`src/rtl/mia_pkg.sv`:
```
// Constants, register map and types of the management interrupt aggregator.
`default_nettype none

package mia_pkg;

    ////////////////////////////////////////////////////////////////////////////
    // APB geometry. Register indices are word offsets of one word each.
    localparam int ADDR_W   = 12;
    localparam int DATA_W   = 32;
    localparam int IDX_W    = 8;
    localparam int ADDR_LSB = 2;

    ////////////////////////////////////////////////////////////////////////////
    // Register indices; byte address is four times the index.
    localparam logic [IDX_W-1:0] IDX_EN_A     = 8'hb4;
    localparam logic [IDX_W-1:0] IDX_EN_B     = 8'hb5;
    localparam logic [IDX_W-1:0] IDX_ST_A     = 8'hb6;
    localparam logic [IDX_W-1:0] IDX_ST_B     = 8'hb7;
    localparam logic [IDX_W-1:0] IDX_SPARE    = 8'hb8;
    localparam logic [IDX_W-1:0] IDX_KBD_OPT  = 8'hf0;
    localparam logic [IDX_W-1:0] IDX_KBD_R_LO = 8'hf1;
    localparam logic [IDX_W-1:0] IDX_KBD_R_HI = 8'hff;

    ////////////////////////////////////////////////////////////////////////////
    // Field positions.
    localparam int BIT_PAR       = 1;
    localparam int BIT_SER_B     = 2;
    localparam int BIT_SER_A     = 3;
    localparam int BIT_FLOPPY    = 4;
    localparam int BIT_WDOG      = 7;
    localparam int BIT_MOUSE     = 0;
    localparam int BIT_KBD       = 1;
    localparam int BIT_IR        = 2;
    localparam int BIT_KBC       = 4;
    localparam int BIT_FRAME     = 6;
    localparam int BIT_KBC_POL   = 7;
    localparam int BIT_FAST_GATE = 2;

    // Writable or readable bits; everything else reads zero.
    localparam logic [7:0] MASK_A       = 8'h9e;
    localparam logic [7:0] MASK_EN_B    = 8'h57;
    localparam logic [7:0] MASK_SRC_B   = 8'h17;
    localparam logic [7:0] MASK_KBD_OPT = 8'h84;

    // Reset values.
    localparam logic [7:0] RST_EN_A    = 8'h00;
    localparam logic [7:0] RST_EN_B    = 8'h00;
    localparam logic [7:0] RST_KBD_OPT = 8'h00;

    ////////////////////////////////////////////////////////////////////////////
    // Positions of the sources in the synchronised vector.
    localparam int SRC_PAR    = 0;
    localparam int SRC_SER_B  = 1;
    localparam int SRC_SER_A  = 2;
    localparam int SRC_FLOPPY = 3;
    localparam int SRC_WDOG   = 4;
    localparam int SRC_MOUSE  = 5;
    localparam int SRC_KBD    = 6;
    localparam int SRC_IR     = 7;
    localparam int SRC_KBC    = 8;
    localparam int NUM_SRC    = 9;

    // Cycles after reset during which the IR edge detector stays blind.
    localparam logic [2:0] EDGE_HOLDOFF = 3'h5;

    typedef enum logic [0:0] {
        MIA_IDLE = 1'b0,
        MIA_ACK  = 1'b1
    } mia_apb_state_t;

endpackage

`default_nettype wire

```
`src/rtl/mia_src_if.sv`:
```
// Carrier of synchronised source levels and the IR edge pulse.
`timescale 1ns/1ps
`default_nettype none

interface mia_src_if #(
    parameter int W = 9
);
    logic [W-1:0] level;
    logic         ir_edge;

    modport sync_mp (output level);
    modport edge_mp (input level, output ir_edge);
    modport core_mp (input level, input ir_edge);
endinterface

`default_nettype wire

```
`src/rtl/mia_sync.sv`:
```
// Three-stage synchroniser with agreement filter for asynchronous inputs.
`timescale 1ns/1ps
`default_nettype none

module mia_sync #(
    parameter int W = 9
) (
    input  wire logic   clk_sys,
    input  wire logic   rst,
    input  wire logic [W-1:0] async_in,
    mia_src_if.sync_mp  sif
);
    logic [W-1:0] s1_reg;
    logic [W-1:0] s2_reg;
    logic [W-1:0] s3_reg;
    logic [W-1:0] filt_reg;

    always_ff @(posedge clk_sys or posedge rst) begin
        if (rst) begin
            s1_reg <= '0;
            s2_reg <= '0;
            s3_reg <= '0;
        end else begin
            s1_reg <= async_in;
            s2_reg <= s1_reg;
            s3_reg <= s2_reg;
        end
    end

    // A bit only moves once the second and third stages agree.
    always_ff @(posedge clk_sys or posedge rst) begin
        if (rst) begin
            filt_reg <= '0;
        end else begin
            filt_reg <= (s2_reg & s3_reg) | (filt_reg & (s2_reg ^ s3_reg));
        end
    end

    assign sif.level = filt_reg;

endmodule // mia_sync

`default_nettype wire

```
`src/rtl/mia_edge_det.sv`:
```
// Transition detector on one synchronised level, with a short blind time after reset.
`timescale 1ns/1ps
`default_nettype none

module mia_edge_det
    import mia_pkg::*;
#(
    parameter int IDX = 7
) (
    input  wire logic  clk_sys,
    input  wire logic  rst,
    mia_src_if.edge_mp sif
);
    logic       prev_reg;
    logic       edge_reg;
    logic [2:0] hold_reg;

    // The filtered level starts at zero, so an idle-high pin would look like an edge.
    always_ff @(posedge clk_sys or posedge rst) begin
        if (rst) begin
            hold_reg <= EDGE_HOLDOFF;
        end else if (hold_reg != 3'h0) begin
            hold_reg <= hold_reg - 3'h1;
        end
    end

    always_ff @(posedge clk_sys or posedge rst) begin
        if (rst) begin
            prev_reg <= 1'b0;
            edge_reg <= 1'b0;
        end else begin
            prev_reg <= sif.level[IDX];
            edge_reg <= (sif.level[IDX] ^ prev_reg) & (hold_reg == 3'h0);
        end
    end

    assign sif.ir_edge = edge_reg;

endmodule // mia_edge_det

`default_nettype wire

```
`src/rtl/mia_top.sv`:
```
// Management interrupt aggregator: APB registers, source status and combined interrupt.
`timescale 1ns/1ps
`default_nettype none

module mia_top
    import mia_pkg::*;
(
    input  wire logic              clk_sys,
    input  wire logic              rst,
    input  wire logic              psel,
    input  wire logic              penable,
    input  wire logic              pwrite,
    input  wire logic [ADDR_W-1:0] paddr,
    input  wire logic [DATA_W-1:0] pwdata,
    output logic      [DATA_W-1:0] prdata,
    output logic                   pready,
    output logic                   pslverr,
    input  wire logic              par_port_irq,
    input  wire logic              serial_b_irq,
    input  wire logic              serial_a_irq,
    input  wire logic              floppy_irq,
    input  wire logic              watchdog_irq,
    input  wire logic              mouse_irq,
    input  wire logic              keyboard_irq,
    input  wire logic              infrared_receive_pin,
    input  wire logic              serial_b_receive_pin,
    input  wire logic              ir_rx_pin_select,
    input  wire logic              kbc_port1_bit2,
    output logic                   mgmt_irq_n,
    output logic                   mgmt_irq_serial_frame,
    output logic                   fast_gate_port_en
);

    ////////////////////////////////////////////////////////////////////////////
    // Declarations.
    mia_apb_state_t    state_reg;
    logic [7:0]        enable_a_reg;
    logic [7:0]        enable_b_reg;
    logic [7:0]        kbd_opt_reg;
    logic              ir_flag_reg;
    logic [DATA_W-1:0] prdata_reg;
    logic              pready_reg;
    logic              pslverr_reg;
    logic              mgmt_irq_n_reg;
    logic              frame_reg;
    logic              fast_gate_reg;

    logic [NUM_SRC-1:0] async_src;
    logic               ir_muxed;
    logic [IDX_W-1:0]   idx;
    logic               aligned;
    logic               hit;
    logic               access;
    logic               capture;
    logic               commit_wr;
    logic               kbc_active;
    logic [7:0]         status_a;
    logic [7:0]         status_b;
    logic [7:0]         rd_byte;
    logic               pending;

    mia_src_if #(.W(NUM_SRC)) src_if ();

    ////////////////////////////////////////////////////////////////////////////
    // Source synchronisation and IR edge detection.
    assign ir_muxed = ir_rx_pin_select ? infrared_receive_pin : serial_b_receive_pin;

    assign async_src = {kbc_port1_bit2, ir_muxed, keyboard_irq, mouse_irq, watchdog_irq,
                        floppy_irq, serial_a_irq, serial_b_irq, par_port_irq};

    mia_sync #(
        .W (NUM_SRC)
    ) u_sync (
        .clk_sys  (clk_sys),
        .rst      (rst),
        .async_in (async_src),
        .sif      (src_if.sync_mp)
    );

    mia_edge_det #(
        .IDX (SRC_IR)
    ) u_edge (
        .clk_sys (clk_sys),
        .rst     (rst),
        .sif     (src_if.edge_mp)
    );

    ////////////////////////////////////////////////////////////////////////////
    // Status assembly; levels follow their sources and ignore the enables.
    assign kbc_active = src_if.level[SRC_KBC] ^ ~kbd_opt_reg[BIT_KBC_POL];

    always_comb begin
        status_a             = 8'h00;
        status_a[BIT_PAR]    = src_if.level[SRC_PAR];
        status_a[BIT_SER_B]  = src_if.level[SRC_SER_B];
        status_a[BIT_SER_A]  = src_if.level[SRC_SER_A];
        status_a[BIT_FLOPPY] = src_if.level[SRC_FLOPPY];
        status_a[BIT_WDOG]   = src_if.level[SRC_WDOG];
    end

    always_comb begin
        status_b            = 8'h00;
        status_b[BIT_MOUSE] = src_if.level[SRC_MOUSE];
        status_b[BIT_KBD]   = src_if.level[SRC_KBD];
        status_b[BIT_IR]    = ir_flag_reg;
        status_b[BIT_KBC]   = kbc_active;
    end

    ////////////////////////////////////////////////////////////////////////////
    // APB decode.
    // Only indices that fit the index width decode; higher address bits must be zero.
    assign idx     = paddr[ADDR_LSB+IDX_W-1:ADDR_LSB];
    assign aligned = (paddr[ADDR_LSB-1:0] == '0) && (paddr[ADDR_W-1:ADDR_LSB+IDX_W] == '0);

    always_comb begin
        hit = 1'b0;
        if (aligned) begin
            if ((idx >= IDX_EN_A) && (idx <= IDX_SPARE)) begin
                hit = 1'b1;
            end
            if ((idx == IDX_KBD_OPT) || ((idx >= IDX_KBD_R_LO) && (idx <= IDX_KBD_R_HI))) begin
                hit = 1'b1;
            end
        end
    end

    always_comb begin
        rd_byte = 8'h00;
        case (idx)
            IDX_EN_A:    rd_byte = enable_a_reg;
            IDX_EN_B:    rd_byte = enable_b_reg;
            IDX_ST_A:    rd_byte = status_a;
            IDX_ST_B:    rd_byte = status_b;
            IDX_KBD_OPT: rd_byte = kbd_opt_reg;
            default:     rd_byte = 8'h00;
        endcase
    end

    // Read data is captured one edge before the completing edge.
    assign access    = psel && penable;
    assign capture   = access && (state_reg == MIA_IDLE);
    assign commit_wr = access && (state_reg == MIA_ACK) && pwrite && hit;

    ////////////////////////////////////////////////////////////////////////////
    // APB handshake: one wait state, pready and the answer come from flops.
    always_ff @(posedge clk_sys or posedge rst) begin
        if (rst) begin
            state_reg <= MIA_IDLE;
        end else begin
            case (state_reg)
                MIA_IDLE: begin
                    if (capture) begin
                        state_reg <= MIA_ACK;
                    end
                end
                MIA_ACK: state_reg <= MIA_IDLE;
                default: state_reg <= MIA_IDLE;
            endcase
        end
    end

    always_ff @(posedge clk_sys or posedge rst) begin
        if (rst) begin
            pready_reg  <= 1'b0;
            pslverr_reg <= 1'b0;
            prdata_reg  <= '0;
        end else if (capture) begin
            pready_reg  <= 1'b1;
            pslverr_reg <= ~hit;
            prdata_reg  <= (pwrite || !hit) ? '0 : {{(DATA_W-8){1'b0}}, rd_byte};
        end else begin
            pready_reg  <= 1'b0;
            pslverr_reg <= 1'b0;
        end
    end

    ////////////////////////////////////////////////////////////////////////////
    // Writable registers; reserved bits are never stored.
    always_ff @(posedge clk_sys or posedge rst) begin
        if (rst) begin
            enable_a_reg <= RST_EN_A;
        end else if (commit_wr && (idx == IDX_EN_A)) begin
            enable_a_reg <= pwdata[7:0] & MASK_A;
        end
    end

    always_ff @(posedge clk_sys or posedge rst) begin
        if (rst) begin
            enable_b_reg <= RST_EN_B;
        end else if (commit_wr && (idx == IDX_EN_B)) begin
            enable_b_reg <= pwdata[7:0] & MASK_EN_B;
        end
    end

    always_ff @(posedge clk_sys or posedge rst) begin
        if (rst) begin
            kbd_opt_reg <= RST_KBD_OPT;
        end else if (commit_wr && (idx == IDX_KBD_OPT)) begin
            kbd_opt_reg <= pwdata[7:0] & MASK_KBD_OPT;
        end
    end

    ////////////////////////////////////////////////////////////////////////////
    // IR edge flag: a read clears it, a new edge in the same cycle wins.
    always_ff @(posedge clk_sys or posedge rst) begin
        if (rst) begin
            ir_flag_reg <= 1'b0;
        end else if (src_if.ir_edge) begin
            ir_flag_reg <= 1'b1;
        end else if (capture && !pwrite && hit && (idx == IDX_ST_B)) begin
            ir_flag_reg <= 1'b0;
        end
    end

    ////////////////////////////////////////////////////////////////////////////
    // Combined interrupt, serial frame request and keyboard options.
    assign pending = |(status_a & enable_a_reg)
                   | |(status_b & enable_b_reg & MASK_SRC_B);

    always_ff @(posedge clk_sys or posedge rst) begin
        if (rst) begin
            mgmt_irq_n_reg <= 1'b1;
            frame_reg      <= 1'b0;
        end else begin
            mgmt_irq_n_reg <= ~pending;
            frame_reg      <= pending & enable_b_reg[BIT_FRAME];
        end
    end

    always_ff @(posedge clk_sys or posedge rst) begin
        if (rst) begin
            fast_gate_reg <= 1'b0;
        end else begin
            fast_gate_reg <= kbd_opt_reg[BIT_FAST_GATE];
        end
    end

    ////////////////////////////////////////////////////////////////////////////
    // Outputs.
    assign prdata                = prdata_reg;
    assign pready                = pready_reg;
    assign pslverr               = pslverr_reg;
    assign mgmt_irq_n            = mgmt_irq_n_reg;
    assign mgmt_irq_serial_frame = frame_reg;
    assign fast_gate_port_en     = fast_gate_reg;

endmodule // mia_top

`default_nettype wire

```
`config.mk`:
```
export PLATFORM = sky130hd
export DESIGN_NAME = mia_top
export DESIGN_NICKNAME = d
export VERILOG_FILES = /design/src/rtl/mia_pkg.sv /design/src/rtl/mia_src_if.sv /design/src/rtl/mia_sync.sv /design/src/rtl/mia_edge_det.sv /design/src/rtl/mia_top.sv
export SDC_FILE = /design/constraint.sdc
export NUM_CORES = 1
export LEC_CHECK = 0
export ABC_AREA = 1
export BUFFER_PORTS_ARGS = -buffer_cell sky130_fd_sc_hd__buf_2
export CELL_PAD_IN_SITES_DETAIL_PLACEMENT = 1
export CELL_PAD_IN_SITES_GLOBAL_PLACEMENT = 1
export CORE_UTILIZATION = 38
export CTS_CLUSTER_DIAMETER = 50
export DETAILED_ROUTE_END_ITERATION = 16
export GPL_ROUTABILITY_DRIVEN = 0
export PLACE_DENSITY = 0.76
export SYNTH_ARGS = -nofsm -noshare
export SYNTH_HDL_FRONTEND = slang
export SYNTH_HIERARCHICAL = 1
export SYNTH_SLANG_ARGS = --single-unit
```
`constraint.sdc`:
```
create_clock -name clk_sys -period 1.5 [get_ports clk_sys]
set_input_delay 0.15 -clock clk_sys [delete_from_list [all_inputs] [get_ports clk_sys]]
set_output_delay 0.15 -clock clk_sys [all_outputs]
set_load 0.05 [all_outputs]
```
==> metrics.txt <==
# TYPE chip_impl_metric gauge
chip_impl_info{name="outcome",value="completed"} 1
chip_impl_metric{name="worst_hold_path.num_cells",unit=""} 2
chip_impl_info{name="timing.critical_path.to_type",value="flop"} 1
chip_impl_info{name="cts_tree",value="built"} 1
chip_impl_info{name="critical-path-slowest-cell",value="sky130_fd_sc_hd__dfrtp_1"} 1
chip_impl_info{name="layout_commonest_cell",value="sky130_fd_sc_hd__nand2_1"} 1
chip_impl_metric{name="syn_inst",unit=""} 327
chip_impl_metric{name="synth.top_cell.area_share",unit=""} 0.512
chip_impl_metric{name="power.switching_fraction",unit=""} 0.288
chip_impl_metric{name="ios",unit=""} 97
chip_impl_metric{name="complex_gate_fraction_of_the_synthesized_area",unit=""} 0.00853
chip_impl_metric{name="cts-buffers-inserted",unit=""} 9
chip_impl_metric{name="yosysWarningCount",unit=""} 6
chip_impl_info{name="synth_area_leaders",value="sky130_fd_sc_hd__dfrtp_1 51%, sky130_fd_sc_hd__nand2_1 13%, sky130_fd_sc_hd__buf_4 6.3%"} 1
chip_impl_info{name="startpoint_type",value="flop"} 1
chip_impl_metric{name="critical_path.n_buffers_inverters",unit=""} 2
chip_impl_metric{name="wl_per_cell",unit="um"} 13.1
chip_impl_metric{name="chipHeight",unit="um"} 92.1
chip_impl_metric{name="area_growth",unit="%"} 18.2
chip_impl_metric{name="grt_pass1_wl",unit="um"} 10800
chip_impl_metric{name="grt_pass1_vias",unit=""} 2321
chip_impl_metric{name="cell_internal_power_dissipation",unit="mW"} 2.66
chip_impl_info{name="cell_chain_critical_path",value="inv_1, nand3_1, inv_1, nand2_2, nor2_4, nand2_1, nand2_1"} 1
chip_impl_metric{name="grt_antenna_before_repair",unit=""} 0
chip_impl_metric{name="dieArea",unit="um2"} 8470
chip_impl_metric{name="cp.arrival",unit="ns"} 1.56
chip_impl_metric{name="grt.total_usage",unit=""} 0.169
chip_impl_metric{name="grt_ovf",unit=""} 0
chip_impl_info{name="synth-main-ff-cell",value="sky130_fd_sc_hd__dfrtp_1"} 1
chip_impl_metric{name="timing.clock.skew",unit="ns"} 0.00642
chip_impl_info{name="critical-path-top-delay-family",value="simple AND/OR/NAND/NOR gates"} 1
chip_impl_metric{name="synth.yosys.seq_area_share",unit=""} 0.537
chip_impl_metric{name="remaining_drc_errors",unit=""} 0
chip_impl_metric{name="coreArea",unit="um2"} 7770
chip_impl_info{name="crit_type",value="reg -> reg"} 1
chip_impl_metric{name="max_stage_delay",unit="ns"} 0.39
chip_impl_info{name="min-delay-path-class",value="in -> reg"} 1
chip_impl_info{name="rsz0062_at_grt",value="no"} 1
chip_impl_metric{name="drt_iter0_drc",unit=""} 66
chip_impl_metric{name="maxClockFrequency",unit="GHz"} 0.783
chip_impl_metric{name="drive_above_1_share",unit=""} 0.255
chip_impl_info{name="cts_root_buffer",value="sky130_fd_sc_hd__clkbuf_8"} 1
chip_impl_metric{name="drtPass1Iterations",unit=""} 4
chip_impl_metric{name="post_cts_resize_count",unit=""} 0
chip_impl_metric{name="hpwl",unit="um"} 4910
chip_impl_metric{name="post-route-min-period",unit="ns"} 1.28
chip_impl_metric{name="timing_max_transition_violations_final",unit=""} 0
chip_impl_metric{name="report.final.hold_viol_count",unit=""} 0
chip_impl_metric{name="clock-sinks",unit=""} 66
chip_impl_metric{name="timing.critical_path.fanout_max",unit=""} 6
chip_impl_metric{name="placement_rows",unit=""} 32
chip_impl_metric{name="floorplan.initialDensity",unit=""} 0.397
chip_impl_metric{name="netlist_area",unit="um2"} 3080
chip_impl_metric{name="pwr_density_cell",unit="nW/um2"} 1030
chip_impl_metric{name="cts_htree_levels",unit=""} 3
chip_impl_metric{name="p_leak",unit="nW"} 1.99
chip_impl_metric{name="port-buffer-count",unit=""} 46
chip_impl_metric{name="final.setup.tns",unit="ns"} 0
chip_impl_metric{name="clock_insertion_delay_worst_skew",unit="ns"} 0.35
chip_impl_metric{name="finalSetupViolations",unit=""} 0
chip_impl_metric{name="pin_count_of_the_biggest_net_entering_global_routing",unit=""} 37
chip_impl_metric{name="finalWirelength",unit="um"} 6550
chip_impl_metric{name="antenna_cells_inserted",unit=""} 0
chip_impl_info{name="most_used_cells_in_the_layout_excluding_fill_and_tap_cells",value="105 x sky130_fd_sc_hd__nand2_1, 63 x sky130_fd_sc_hd__dfrtp_1, 46 x sky130_fd_sc_hd__buf_2"} 1
chip_impl_metric{name="synth.ff_latch_count",unit=""} 66
chip_impl_metric{name="number_of_cells_on_the_worst_reg_to_reg_path",unit=""} 7
chip_impl_metric{name="fp.dieW",unit="um"} 92.1
chip_impl_metric{name="ys_async_sr_fraction",unit=""} 1.00
chip_impl_metric{name="avgSynthCellArea",unit="um2"} 9.42
chip_impl_metric{name="post_synth_fa_ha_maj_area_fraction",unit=""} 0.0447
chip_impl_metric{name="ir_drop",unit="mV"} 0.523
chip_impl_metric{name="worst_setup_hold_path_clk_slew",unit="ns"} 0.08
chip_impl_metric{name="layout.filler_cells",unit=""} 938
chip_impl_metric{name="postRouteAntennaNets",unit=""} 0
chip_impl_metric{name="synth_enable_flop_cells",unit=""} 0
chip_impl_info{name="post-synth-top-area-cell",value="sky130_fd_sc_hd__dfrtp_1"} 1
chip_impl_metric{name="finish.utilization",unit=""} 0.469
chip_impl_metric{name="net-switching-power",unit="mW"} 1.08
chip_impl_metric{name="cts-root-to-sink-buffers",unit=""} 2
chip_impl_metric{name="comb_power_share",unit=""} 0.110
chip_impl_metric{name="design.final.nets",unit=""} 466
chip_impl_metric{name="ys_types",unit=""} 28
chip_impl_metric{name="route.detailed.vias_per_inst",unit=""} 4.60
chip_impl_metric{name="count_of_maximum_capacitance_violations",unit=""} 0
chip_impl_metric{name="num_vias",unit=""} 2310
chip_impl_metric{name="seqPwrFrac",unit=""} 0.512
chip_impl_metric{name="yosys.area_share.simple",unit=""} 0.291
chip_impl_metric{name="layout_worst_path_cycle_share",unit=""} 0.851
chip_impl_metric{name="clockPowerShare",unit=""} 0.379
chip_impl_info{name="largest_family_of_logic_cells_by_synthesized_area",value="simple AND/OR/NAND/NOR gates"} 1
chip_impl_metric{name="synth_xor_area_frac",unit=""} 0.00284
chip_impl_metric{name="synth.area.mux_share",unit=""} 0.00365
chip_impl_metric{name="worst-path-stages",unit=""} 7
chip_impl_metric{name="worst_ep_required_time",unit="ns"} 1.78
-- power groups by stage --
stage,sequential (mW),clock (mW),combinational [mW]
global route,1.92,1.52,0.453
global placement,1.94,0,0.379
floorplan,1.94,0,0.327
finish,1.91,1.41,0.409
detailed placement,1.95,0,0.396
CTS,1.91,1.47,0.417
-- cell usage after synthesis (2+ instances only) --
master,count
sky130_fd_sc_hd__nand2_1,105
sky130_fd_sc_hd__dfrtp_1,63
sky130_fd_sc_hd__inv_1,29
sky130_fd_sc_hd__buf_4,26
sky130_fd_sc_hd__nand3_1,19
sky130_fd_sc_hd__nand4_1,18
sky130_fd_sc_hd__nor2_1,15
sky130_fd_sc_hd__ha_1,11
sky130_fd_sc_hd__inv_2,6
sky130_fd_sc_hd__nand2_2,6
sky130_fd_sc_hd__nor2_2,5
sky130_fd_sc_hd__dfstp_2,3
sky130_fd_sc_hd__nand2_4,3
sky130_fd_sc_hd__nand4_2,2
sky130_fd_sc_hd__nor2_4,2
sky130_fd_sc_hd__nor2_8,2
-- cell type report --
| cell class | instances | area, um2 | share of cell area |
|---|---|---|---|
| Sequential cell | 66 | 1660 | 0.454 |
| Multi-Input combinational cell | 222 | 1170 | 0.322 |
| Timing Repair Buffer | 61 | 365 | 0.100 |
| Clock buffer | 11 | 151 | 0.0416 |
| Inverter | 35 | 131 | 0.0361 |
| Tap cell | 102 | 128 | 0.0350 |
| Clock inverter | 5 | 38.8 | 0.0106 |
-- cells by family (layout without fill, tap and decap cells) --
kind of cell	after synthesis	count (layout)
and+or+nand+nor	181	181
DFF	66	66
buffers and inverters	63	112
adders and majority gates	11	11
AOI/OAI and AO/OA	3	3
other	1	25
xor gates and xnor gates	1	1
muxes	1	1
-- path summary, 6_finish.rpt --
check                                                start                        endpoint  slack [ns]
worst max-delay path                      pready$_DFF_PP0_           prdata[1]$_DFFE_PP0P_        0.22
worst min-delay path                  infrared_receive_pin      u_sync/s1_reg[7]$_DFF_PP0_        0.03
worst max register to register            pready$_DFF_PP0_           prdata[1]$_DFFE_PP0P_        0.22
worst min register to register  u_sync/s1_reg[8]$_DFF_PP0_      u_sync/s2_reg[8]$_DFF_PP0_        0.35
max in group asynchronous                              rst      u_sync/s2_reg[0]$_DFF_PP0_        0.71
min in group asynchronous                              rst  u_edge/hold_reg[1]$_DFFE_PP0P_        0.26
-- per-stage QoR --
stage / setup WS, ns / hold slack, ns / instance area (um2) / total power, mW / cells
6_report: 0.223 / 0.0292 / 3640 / 3.74 / 502
5_1_grt: 0.119 / 0.00983 / 3640 / 3.89 / 502
4_1_cts: 0.208 / 0.0119 / 3640 / 3.80 / 502
3_5_place_dp: 0.115 / 0.0834 / 3360 / 2.34 / 477
3_3_place_gp: 0.135 / 0.0809 / 3360 / 2.32 / 477
2_1_floorplan: 0.0317 / -0.0729 / 3170 / 2.27 / 351
-- metal layers --
metal | GRT usage | part of all wire
met2 | 0.281 | 0.50
met5 | 0 | 0
met1 | 0.204 | 0.43
met4 | 0.0651 | 0.021
met3 | 0.0547 | 0.047
-- timing repair --
item	CTS	global route
hold buffers	9	0
setup buffers	0	0
setup endpoints to repair	0	0
endpoints found under the hold margin	73	0
Power figures use the tool's default switching activity.
